## config.mk

```make
export PLATFORM = sky130hd
export DESIGN_NAME = adpc_regs
export DESIGN_NICKNAME = d
export VERILOG_FILES = /design/src/adpc_pkg.sv /design/src/adpc_regs.sv
export SDC_FILE = /design/constraint.sdc
export NUM_CORES = 1
export LEC_CHECK = 0
export BUFFER_PORTS_ARGS = -buffer_cell sky130_fd_sc_hd__buf_2
export CAP_MARGIN = 30
export CORE_UTILIZATION = 55
export DETAILED_ROUTE_END_ITERATION = 8
export PLACE_DENSITY = 0.79
export SLEW_MARGIN = 20
export SYNTH_ARGS = -nofsm -noshare
export SYNTH_HDL_FRONTEND = slang
export SYNTH_SLANG_ARGS = --single-unit
export TNS_END_PERCENT = 100
```

## constraint.sdc

```tcl
create_clock -name clk -period 2.4 [get_ports clk]
set_clock_uncertainty 0.2 [all_clocks]
set_input_delay 0.48 -clock clk [delete_from_list [all_inputs] [get_ports clk]]
set_output_delay 0.48 -clock clk [all_outputs]
set_load 0.05 [all_outputs]
```

## src/adpc_pkg.sv

```systemverilog
/*
 * Constants, types and field layout of the converter power and
 * volume-linking register bank.
 * Assumes a serial control port decoder on the same clock delivers
 * register reads and writes as single-cycle strobes.
 */
// ****************************************************************
// Function
// - Bit 15 one powers whole codec down
// - Bit 12 one enables headphone driver
// - Bit 10 one powers converter core down
// - Bit 8 one powers virtual ground down
// - Bit 6 reports core power-down completed
// - Bit 1 enables low frequency boost
// - Bit 0 enables de-emphasis filter
// - Link field 00: channels independent
// - Link 01: left uses right volume
// - Link 10: right uses left volume
// - Seven-bit volumes, left 14-8, right 6-0
// ****************************************************************
package adpc_pkg;

	// ****************************************************************
	// Register map
	// ****************************************************************
	localparam logic [7:0]  ADPC_VOLUME_OFS      = 8'h02;
	localparam logic [7:0]  ADPC_POWER_OFS       = 8'h05;
	localparam logic [7:0]  ADPC_CTRL3_OFS       = 8'h06;

	// Power control fields
	localparam int          ADPC_CODEC_PD_BIT    = 15;
	localparam int          ADPC_HP_DRV_BIT      = 12;
	localparam int          ADPC_CORE_PD_BIT     = 10;
	localparam int          ADPC_VIRTUAL_GROUND_AMP_PD_BIT     = 8;
	localparam int          ADPC_PD_DONE_BIT     = 6;
	localparam int          ADPC_BOOST_BIT       = 1;
	localparam int          ADPC_DEEMPH_BIT      = 0;
	// Reserved bits 14-13 = 01, 11/9/7 = 1, 5-2 = 1000
	localparam logic [15:0] ADPC_POWER_RSVD      = 16'h2AA0;

	// Volume and link fields
	localparam int          ADPC_VOL_W           = 7;
	localparam int          ADPC_LVOL_LSB        = 8;
	localparam int          ADPC_RVOL_LSB        = 0;
	localparam int          ADPC_LMUTE_BIT       = 15;
	localparam int          ADPC_RMUTE_BIT       = 7;
	localparam int          ADPC_LINK_LSB        = 14;

	// ****************************************************************
	// Reset values
	// ****************************************************************
	localparam logic        ADPC_CODEC_PD_RST    = 1'b1;
	localparam logic        ADPC_HP_DRV_RST      = 1'b0;
	localparam logic        ADPC_CORE_PD_RST     = 1'b1;
	localparam logic        ADPC_VIRTUAL_GROUND_AMP_PD_RST     = 1'b1;
	localparam logic        ADPC_BOOST_RST       = 1'b0;
	localparam logic        ADPC_DEEMPH_RST      = 1'b0;
	localparam logic [6:0]  ADPC_VOL_RST         = 7'h7F;
	localparam logic        ADPC_MUTE_RST        = 1'b1;

	// Core power-down settling time
	localparam int          ADPC_CLK_MHZ         = 125;
	localparam int          ADPC_PD_TIME_US      = 10;
	localparam int          ADPC_PD_CYCLES       = ADPC_PD_TIME_US * ADPC_CLK_MHZ;

	typedef enum logic [1:0]
	{
		ADPC_LINK_NONE  = 2'h0,
		ADPC_LINK_LEFT  = 2'h1,
		ADPC_LINK_RIGHT = 2'h2
	} adpc_link_t;

	typedef enum logic [2:0]
	{
		ADPC_CORE_UP   = 3'h1,
		ADPC_CORE_FALL = 3'h2,
		ADPC_CORE_DOWN = 3'h4
	} adpc_core_t;

	// Controls the rest of the converter acts upon
	typedef struct packed
	{
		logic       codec_powerdown;
		logic       headphone_driver_select;
		logic       converter_core_powerdown;
		logic       virtual_ground_powerdown;
		logic       low_freq_boost_enable;
		logic       deemphasis_enable;
	} adpc_power_t;

	typedef struct packed
	{
		logic       left_mute;
		logic [6:0] left_volume_level;
		logic       right_mute;
		logic [6:0] right_volume_level;
	} adpc_volume_t;

	typedef struct packed
	{
		adpc_power_t  pwr;
		adpc_volume_t vol;
		logic [1:0]   volume_link_select;
		adpc_core_t   core;
		logic [15:0]  pd_count;
		logic         core_powerdown_done_flag;
		logic [6:0]   left_volume_eff;
		logic [6:0]   right_volume_eff;
		logic [15:0]  rdata;
		logic         rvalid;
	} adpc_state_t;

endpackage : adpc_pkg

```

## src/adpc_regs.sv

```systemverilog
/*
 * Power control, volume and volume-linking register bank with the
 * converter core power-down sequencer.
 * Assumes the serial control port decoder runs on clk and issues at
 * most one read or write strobe per cycle.
 */
`timescale 1ns/1ps
module adpc_regs
	import adpc_pkg::*;
#(
	parameter int PD_CYCLES = ADPC_PD_CYCLES
)
(
	// Clock and reset
	input  wire logic        clk,
	input  wire logic        rstn,
	// Register access from the control port
	input  wire logic        reg_wr,
	input  wire logic        reg_rd,
	input  wire logic [7:0]  reg_addr,
	input  wire logic [15:0] reg_wdata,
	output logic      [15:0] reg_rdata,
	output logic             reg_rvalid,
	// Controls to the converter
	output adpc_power_t      power_ctrl,
	output logic             core_powerdown_done_flag,
	output logic             left_mute,
	output logic             right_mute,
	output logic      [6:0]  left_volume_level,
	output logic      [6:0]  right_volume_level
);

	// ****************************************************************
	// Helpers
	// ****************************************************************
	function automatic logic [15:0] power_word(adpc_state_t s);
		logic [15:0] w;
		w = ADPC_POWER_RSVD;
		w[ADPC_CODEC_PD_BIT] = s.pwr.codec_powerdown;
		w[ADPC_HP_DRV_BIT]   = s.pwr.headphone_driver_select;
		w[ADPC_CORE_PD_BIT]  = s.pwr.converter_core_powerdown;
		w[ADPC_VIRTUAL_GROUND_AMP_PD_BIT]  = s.pwr.virtual_ground_powerdown;
		w[ADPC_PD_DONE_BIT]  = s.core_powerdown_done_flag;
		w[ADPC_BOOST_BIT]    = s.pwr.low_freq_boost_enable;
		w[ADPC_DEEMPH_BIT]   = s.pwr.deemphasis_enable;
		return w;
	endfunction : power_word

	adpc_state_t st;
	adpc_state_t next_st;

	localparam logic [15:0] PD_LAST = 16'(PD_CYCLES - 1);

	// ****************************************************************
	// Next state
	// ****************************************************************
	always_comb
	begin
		next_st = st;
		next_st.rvalid = 1'b0;
		if (reg_wr)
		begin
			case (reg_addr)
				ADPC_POWER_OFS:
				begin
					// Reserved and flag bits of the write are dropped
					next_st.pwr.codec_powerdown = reg_wdata[ADPC_CODEC_PD_BIT];
					next_st.pwr.headphone_driver_select = reg_wdata[ADPC_HP_DRV_BIT];
					next_st.pwr.converter_core_powerdown = reg_wdata[ADPC_CORE_PD_BIT];
					next_st.pwr.virtual_ground_powerdown = reg_wdata[ADPC_VIRTUAL_GROUND_AMP_PD_BIT];
					next_st.pwr.low_freq_boost_enable = reg_wdata[ADPC_BOOST_BIT];
					next_st.pwr.deemphasis_enable = reg_wdata[ADPC_DEEMPH_BIT];
				end
				ADPC_VOLUME_OFS:
				begin
					next_st.vol = reg_wdata;
				end
				ADPC_CTRL3_OFS:
				begin
					next_st.volume_link_select = reg_wdata[ADPC_LINK_LSB +: 2];
				end
				default:
				begin
					next_st.vol = st.vol;
				end
			endcase
		end
		if (reg_rd)
		begin
			next_st.rvalid = 1'b1;
			case (reg_addr)
				ADPC_POWER_OFS:  next_st.rdata = power_word(st);
				ADPC_VOLUME_OFS: next_st.rdata = st.vol;
				ADPC_CTRL3_OFS:  next_st.rdata = {st.volume_link_select, 14'h0000};
				default:         next_st.rdata = 16'h0000;
			endcase
		end

		// Core power-down sequencer: flag rises only after settling,
		// drops at once when the core is asked to power up
		case (st.core)
			ADPC_CORE_UP:
			begin
				if (st.pwr.converter_core_powerdown)
				begin
					next_st.core = ADPC_CORE_FALL;
					next_st.pd_count = 16'h0000;
				end
			end
			ADPC_CORE_FALL:
			begin
				if (!st.pwr.converter_core_powerdown)
					next_st.core = ADPC_CORE_UP;
				else if (st.pd_count == PD_LAST)
					next_st.core = ADPC_CORE_DOWN;
				else
					next_st.pd_count = st.pd_count + 16'h0001;
			end
			ADPC_CORE_DOWN:
			begin
				if (!st.pwr.converter_core_powerdown)
					next_st.core = ADPC_CORE_UP;
			end
			default:
			begin
				next_st.core = ADPC_CORE_DOWN;
			end
		endcase
		// Flag drops with the power-up write itself, never claiming a waking core
		next_st.core_powerdown_done_flag = (next_st.core == ADPC_CORE_DOWN)
			&& next_st.pwr.converter_core_powerdown;

		// Effective volumes; code 11 is undefined and kept independent
		next_st.left_volume_eff = st.vol.left_volume_level;
		next_st.right_volume_eff = st.vol.right_volume_level;
		if (st.volume_link_select == ADPC_LINK_LEFT)
			next_st.left_volume_eff = st.vol.right_volume_level;
		if (st.volume_link_select == ADPC_LINK_RIGHT)
			next_st.right_volume_eff = st.vol.left_volume_level;
	end

	always_ff @(posedge clk or negedge rstn)
	begin
		if (!rstn)
		begin
			st <= '{
				pwr: '{ADPC_CODEC_PD_RST, ADPC_HP_DRV_RST, ADPC_CORE_PD_RST,
					ADPC_VIRTUAL_GROUND_AMP_PD_RST, ADPC_BOOST_RST, ADPC_DEEMPH_RST},
				vol: '{ADPC_MUTE_RST, ADPC_VOL_RST, ADPC_MUTE_RST, ADPC_VOL_RST},
				volume_link_select: ADPC_LINK_NONE,
				core: ADPC_CORE_DOWN,
				pd_count: 16'h0000,
				core_powerdown_done_flag: 1'b1,
				left_volume_eff: ADPC_VOL_RST,
				right_volume_eff: ADPC_VOL_RST,
				rdata: 16'h0000,
				rvalid: 1'b0
			};
		end
		else
		begin
			st <= next_st;
		end
	end

	assign reg_rdata = st.rdata;
	assign reg_rvalid = st.rvalid;
	assign power_ctrl = st.pwr;
	assign core_powerdown_done_flag = st.core_powerdown_done_flag;
	assign left_mute = st.vol.left_mute;
	assign right_mute = st.vol.right_mute;
	assign left_volume_level = st.left_volume_eff;
	assign right_volume_level = st.right_volume_eff;
endmodule : adpc_regs

```

== Word-level counts from Yosys, hierarchy flattened ==
Index checks and enable logic that the tools add are counted.
Storage, ports and cells
  bits in registers: 75
  bits in latches: 0
  bits in writable memories: 0
  bits in read-only memories: 0
  input port bits: 28
  output and inout bits: 40
  logic and storage cells: 54
  memories kept: 0
Operators by class
  add/subtract/negate cells: 1
  multipliers: 0
  div/mod/pow operators: 0
  $lt $le $gt $ge: 0
  equal/unequal tests: 13
  shift operators: 0
  muxes and demuxes: 16
  bitwise operators: 0
  reductions and logical operators: 6
Operators with widths (number)
  two-way mux 16 bit: 3
  case mux 16 bit (3 select lines): 1
  case mux 16 bit (2 select lines): 1
  two-way mux 22 bit: 1
  two-way mux 19 bit: 1
  adder 16 x 1 -> 16 bit (second input constant): 1
  == test 16 x 11 -> 1 bit (second input constant): 1
  == test 8 x 3 -> 1 bit (second input constant): 2
  two-way mux 7 bit: 2
  two-way mux 3 bit: 3
  case mux 3 bit (3 select lines): 1
  == test 8 x 2 -> 1 bit (second input constant): 1
  == test 3 bit (second input constant): 2
  != test 2 bit (second input constant): 3
  AND reduction 2 bit: 3
  two-way mux 4 bit: 1
  AND reduction 4 bit: 1
  == test 3 x 1 -> 1 bit (second input constant): 1
  == test 3 x 2 -> 1 bit (second input constant): 1
  == test 2 x 1 -> 1 bit (second input constant): 1
  == test 2 bit (second input constant): 1
  two-way mux 2 bit: 1
  nonzero test 2 bit: 1
  logical AND 1 bit: 1
  two-way mux 1 bit: 1

== Longest topological paths before layout ==
  depth after elaboration: 6
  gate-level depth with buffers: 6

== Worst setup path before layout ==
No wires, ideal clock.
  path type: input-to-reg
  start: input reg_addr[4]
  end: register st, in the netlist left_mute
  data arrival time: 1652 ps
  data required time: 2118 ps
  setup slack: 466 ps
  cell stages on the path: 6
  path buffers: 2
  cells stage by stage: nor4_4 > and4bb_1 > buf_4 > nand2_4 > buf_6 > mux2_4
Between the ends
  word-level cells in the longest chain between the ends: 2
RTL lines
  from (decl): RTL line adpc_regs.sv:20  | input wire logic [7:0] reg_addr,
  == test 8 x 2 -> 1 bit: RTL line adpc_regs.sv:63  | case (reg_addr)
  AND reduction 2 bit (no line)
  to (signal assigned): RTL line adpc_regs.sv:146  | st <= '{
  to (signal assigned): RTL line adpc_regs.sv:162  | st <= next_st;
  to (decl): RTL line adpc_regs.sv:49  | adpc_state_t st;
Every way passes these cells.
A chain may end at the register's enable or synchronous reset.

== Worst setup path after layout ==
  start: register st, in the netlist power_ctrl[3]
  end: register st[47] (netlist name)
Between the ends
  word-level cells in the longest chain between the ends: 2
  elaborated cells between the ends (all ways): 3
  those cells by class: eq/ne (2); reduce/logical (1)
RTL lines
  != test 2 bit (no line)
  AND reduction 4 bit (no line) *
Mark *: on every way between the ends. The rest lies on a longest branch, timed or not.

==> results.cfg <==
[route]
avg_wl_per_cell_um = 16.9
detailroute.via_count = 2399
drt_pre_antenna_iters = 4
drt_first_iter_violations = 140
drt_wl_total_um = 7210
drt-vias-per-instance = 5.62
drc = 0
drt.antenna.violating_nets = 0

[synth]
post_synth_inst_count = 305
syn-num-nets = 335
synth_sequential_area_ratio_pct = 52.9
avgSynthCellArea_um2 = 11.9
synth_area_leaders = sky130_fd_sc_hd__dfrtp_1, sky130_fd_sc_hd__dfstp_2, sky130_fd_sc_hd__mux2_2, sky130_fd_sc_hd__buf_4, sky130_fd_sc_hd__mux2_4
netlist_area_um2 = 3630
asyncSetResetFlopFracSynth_pct = 100
synthFlopType = sky130_fd_sc_hd__dfrtp_1
ys_warn_count = 0
synth_enable_flop_cells = 0
ys_types = 41
synth_top_area_cell = sky130_fd_sc_hd__dfrtp_1
synth_top_area_share_pct = 27.6
ys_ff_latch = 75

[placement]
postPlaceCellArea_um2 = 3810
hpwl_um = 5000
pre_cts_slack_ps = 269
io_buffer_count = 67
place_congestion = 0.817
dp.cells = 410

[timing]
finalCriticalPeriod_ps = 2170
setup_ws_ps = 227
drv_slew = 0
hold_violations = 0
setup_repair_after_global_routing_missed_its_margin = no
period_share_pct = 90.5
max_freq_mhz = 460
report.final.setup_viol = 0
worst-slew-pin-transition_ps = 434
timing.setup.tns_ps = 0
worst_slew_margin_rel_pct = 71.1
worst_hold_slack_ps = 165

[worst_setup_path]
critical_path_arrival_ps = 2250
crit_path_max_fanout = 10
critical_path.cell_chain = and4bb_1 -> nand4_4 -> or4_1 -> a21oi_1
cp_num_buf_inv = 0
critical_path_required_ps = 2480
worst_path_dominant_cell_family = simple AND/OR/NAND/NOR gates
worstSetupStartpointType = register
worst_path_max_delay_cell = sky130_fd_sc_hd__dfstp_2
critical-path-max-stage-delay_ps = 600
timing.reg2reg.setup_slack_ps = 230
setup.worst_path.end_class = register
crit_type = reg -> reg

[clock_network]
path_clk_slew_ps = 80
ctsLongestPathBuffers = 2
clock_sink_count = 75
cts_inserted_buffers = 9
worstSkewPairLatency_ps = 350
hold_buffers = 1
htreeDepth = 3
clock_tree_from_tritoncts = built
cts_resized = 0
root_buffer = sky130_fd_sc_hd__clkbuf_8
postCtsSetupRepairBufs = 0

[grt]
grt_pass1_wl_um = 12000
antenna_found_initial = 0
grt_start_max_net_pins = 76
global_route.usage.total_pct = 22.5
grt_remaining_overflow = 0
first_global_vias = 2363

[floorplanning]
die_area_um2 = 6930
die_h_um = 83.3
number_of_top_level_design_ports = 68
die-width_um = 83.3
area_of_the_core_um2 = 6350
start_util_pct = 57.2
fp-row-count = 29

[power_and_ir_drop]
leakage_nw = 1.95
power.density_cell_area_nw_per_um2 = 690
power.ir.vdd_worst_mv = 0.431
post-layout-total-power_mw = 2.78

[cells_and_area]
final_design_area_no_fill_um2 = 4040
area.sequential_um2 = 1920
multi_input_logic_area_um2 = 1330
layout.cells.non_filler = 427
finalNetCount = 375
post-route-util_pct = 63.5
area.growth.synth_to_final_pct = 11.1
drive_gt1_share_pct = 48.3
n_fill_cell = 487
antenna_cells = 0

[flow_run]
cap_viol_max_count = 0

[status]
result_of_the_run = complete, no violations

[worst_hold_path]
path_class_of_the_lowest_slack_min_delay_path = in -> reg
==> synthesized netlist by cell type (3+ instances only) <==
cell type                  count
sky130_fd_sc_hd__a21oi_1      16
sky130_fd_sc_hd__a22oi_1       7
sky130_fd_sc_hd__and3_1        5
sky130_fd_sc_hd__and4_1        5
sky130_fd_sc_hd__buf_4        38
sky130_fd_sc_hd__clkbuf_1      7
sky130_fd_sc_hd__dfrtp_1      40
sky130_fd_sc_hd__dfstp_2      35
sky130_fd_sc_hd__inv_1        15
sky130_fd_sc_hd__mux2_2       30
sky130_fd_sc_hd__mux2_4       10
sky130_fd_sc_hd__mux2i_1       4
sky130_fd_sc_hd__nand2_1      11
sky130_fd_sc_hd__nand3_1      10
sky130_fd_sc_hd__nand4_1       5
sky130_fd_sc_hd__nor2_1        9
sky130_fd_sc_hd__o211ai_1      4
sky130_fd_sc_hd__o21ai_0      10
sky130_fd_sc_hd__o22ai_1       8
sky130_fd_sc_hd__o31ai_1       4
sky130_fd_sc_hd__or3_1         5
sky130_fd_sc_hd__xor2_1        3
==> final timing paths <==
check | start | endpoint | cells past startpoint
setup / recovery | power_ctrl[3] | st[47] | 4
hold / removal | reg_wdata[2] | st[55] | 2
setup reg to reg | power_ctrl[3] | st[47] | 4
hold reg to reg | st[46] | st[46] | 1
max in group asynchronous | rstn | st[56] | 3
min in group asynchronous | rstn | reg_rvalid | 3
==> worst register-to-register path: stages (launching register included) <==
cell	delay, ps
sky130_fd_sc_hd__dfstp_2	600
sky130_fd_sc_hd__and4bb_1	430
sky130_fd_sc_hd__nand4_4	200
sky130_fd_sc_hd__or4_1	500
sky130_fd_sc_hd__a21oi_1	160
==> kinds of logic (layout without fill, tap and decap cells) <==
family                     after synthesis  count (layout)  synth area share (%)
DFF                                     75              75                  52.9
buffers and inverters                   62             107                  10.6
AOI/OAI and AO/OA                       51              51                  8.51
and+or+nand+nor                         67              67                  11.8
xor gates and xnor gates                 4               4                 0.965
muxes                                   44              44                  14.5
adders and majority gates                2               2                 0.689
==> flip-flops by register name (all words and copies together), names as in the netlist <==
register and cells:
core_powerdown_done_flag 1, left_mute 1, left_volume_level 7, power_ctrl 6
reg_rdata 16, reg_rvalid 1, right_mute 1, right_volume_level 7
st 35
==> layout by cell type (no fill, tap or decap), drive strengths merged, types with 2 or more instances in the layout <==
cell    netlist  final
a21oi        16     16
nor2          9      9
nand2b        2      2
nor2b         2      2
ha            2      2
nor4b         2      2
and4          5      5
nand2        12     12
clkinv        0      3
nor4          2      2
bufinv        0      2
and4bb        2      2
dfrtp        40     40
xor2          3      3
o22ai         8      8
or3           5      5
clkbuf        7     10
buf          40     75
mux2i         4      4
o31ai         4      4
a22oi         7      7
nand4         6      6
mux2         40     40
nand3        10     10
dfstp        35     35
o21ai        10     10
and3          5      5
inv          15     15
o211ai        4      4
==> final cells by class <==
class                           count  share of cell area, %
Sequential cell                    75                   47.6
Inverter                           15                   1.40
Clock buffer                       10                   3.16
Timing Repair Buffer               76                   10.4
Tap cell                           77                   2.39
Clock inverter                      6                   2.23
Multi-Input combinational cell    168                   32.9
==> report_power, final <==
part | internal, mW | switching (mW) | total [mW]
Clock | 0.587 | 0.470 | 1.06
Sequential | 1.35 | 0.0517 | 1.40
Combinational | 0.116 | 0.208 | 0.324
Total | 2.05 | 0.730 | 2.78
==> per-layer routing <==
metal  global-route usage [%]  wire, µm  vias to the layer above
li1                         -         -                     1132
met1                     28.7      3100                     1196
met2                     36.3      3670                       56
met3                     6.56       261                       15
met4                     8.31       173                        0
met5                        0         0                        -
No activity file was read; power rests on OpenSTA's default activity.
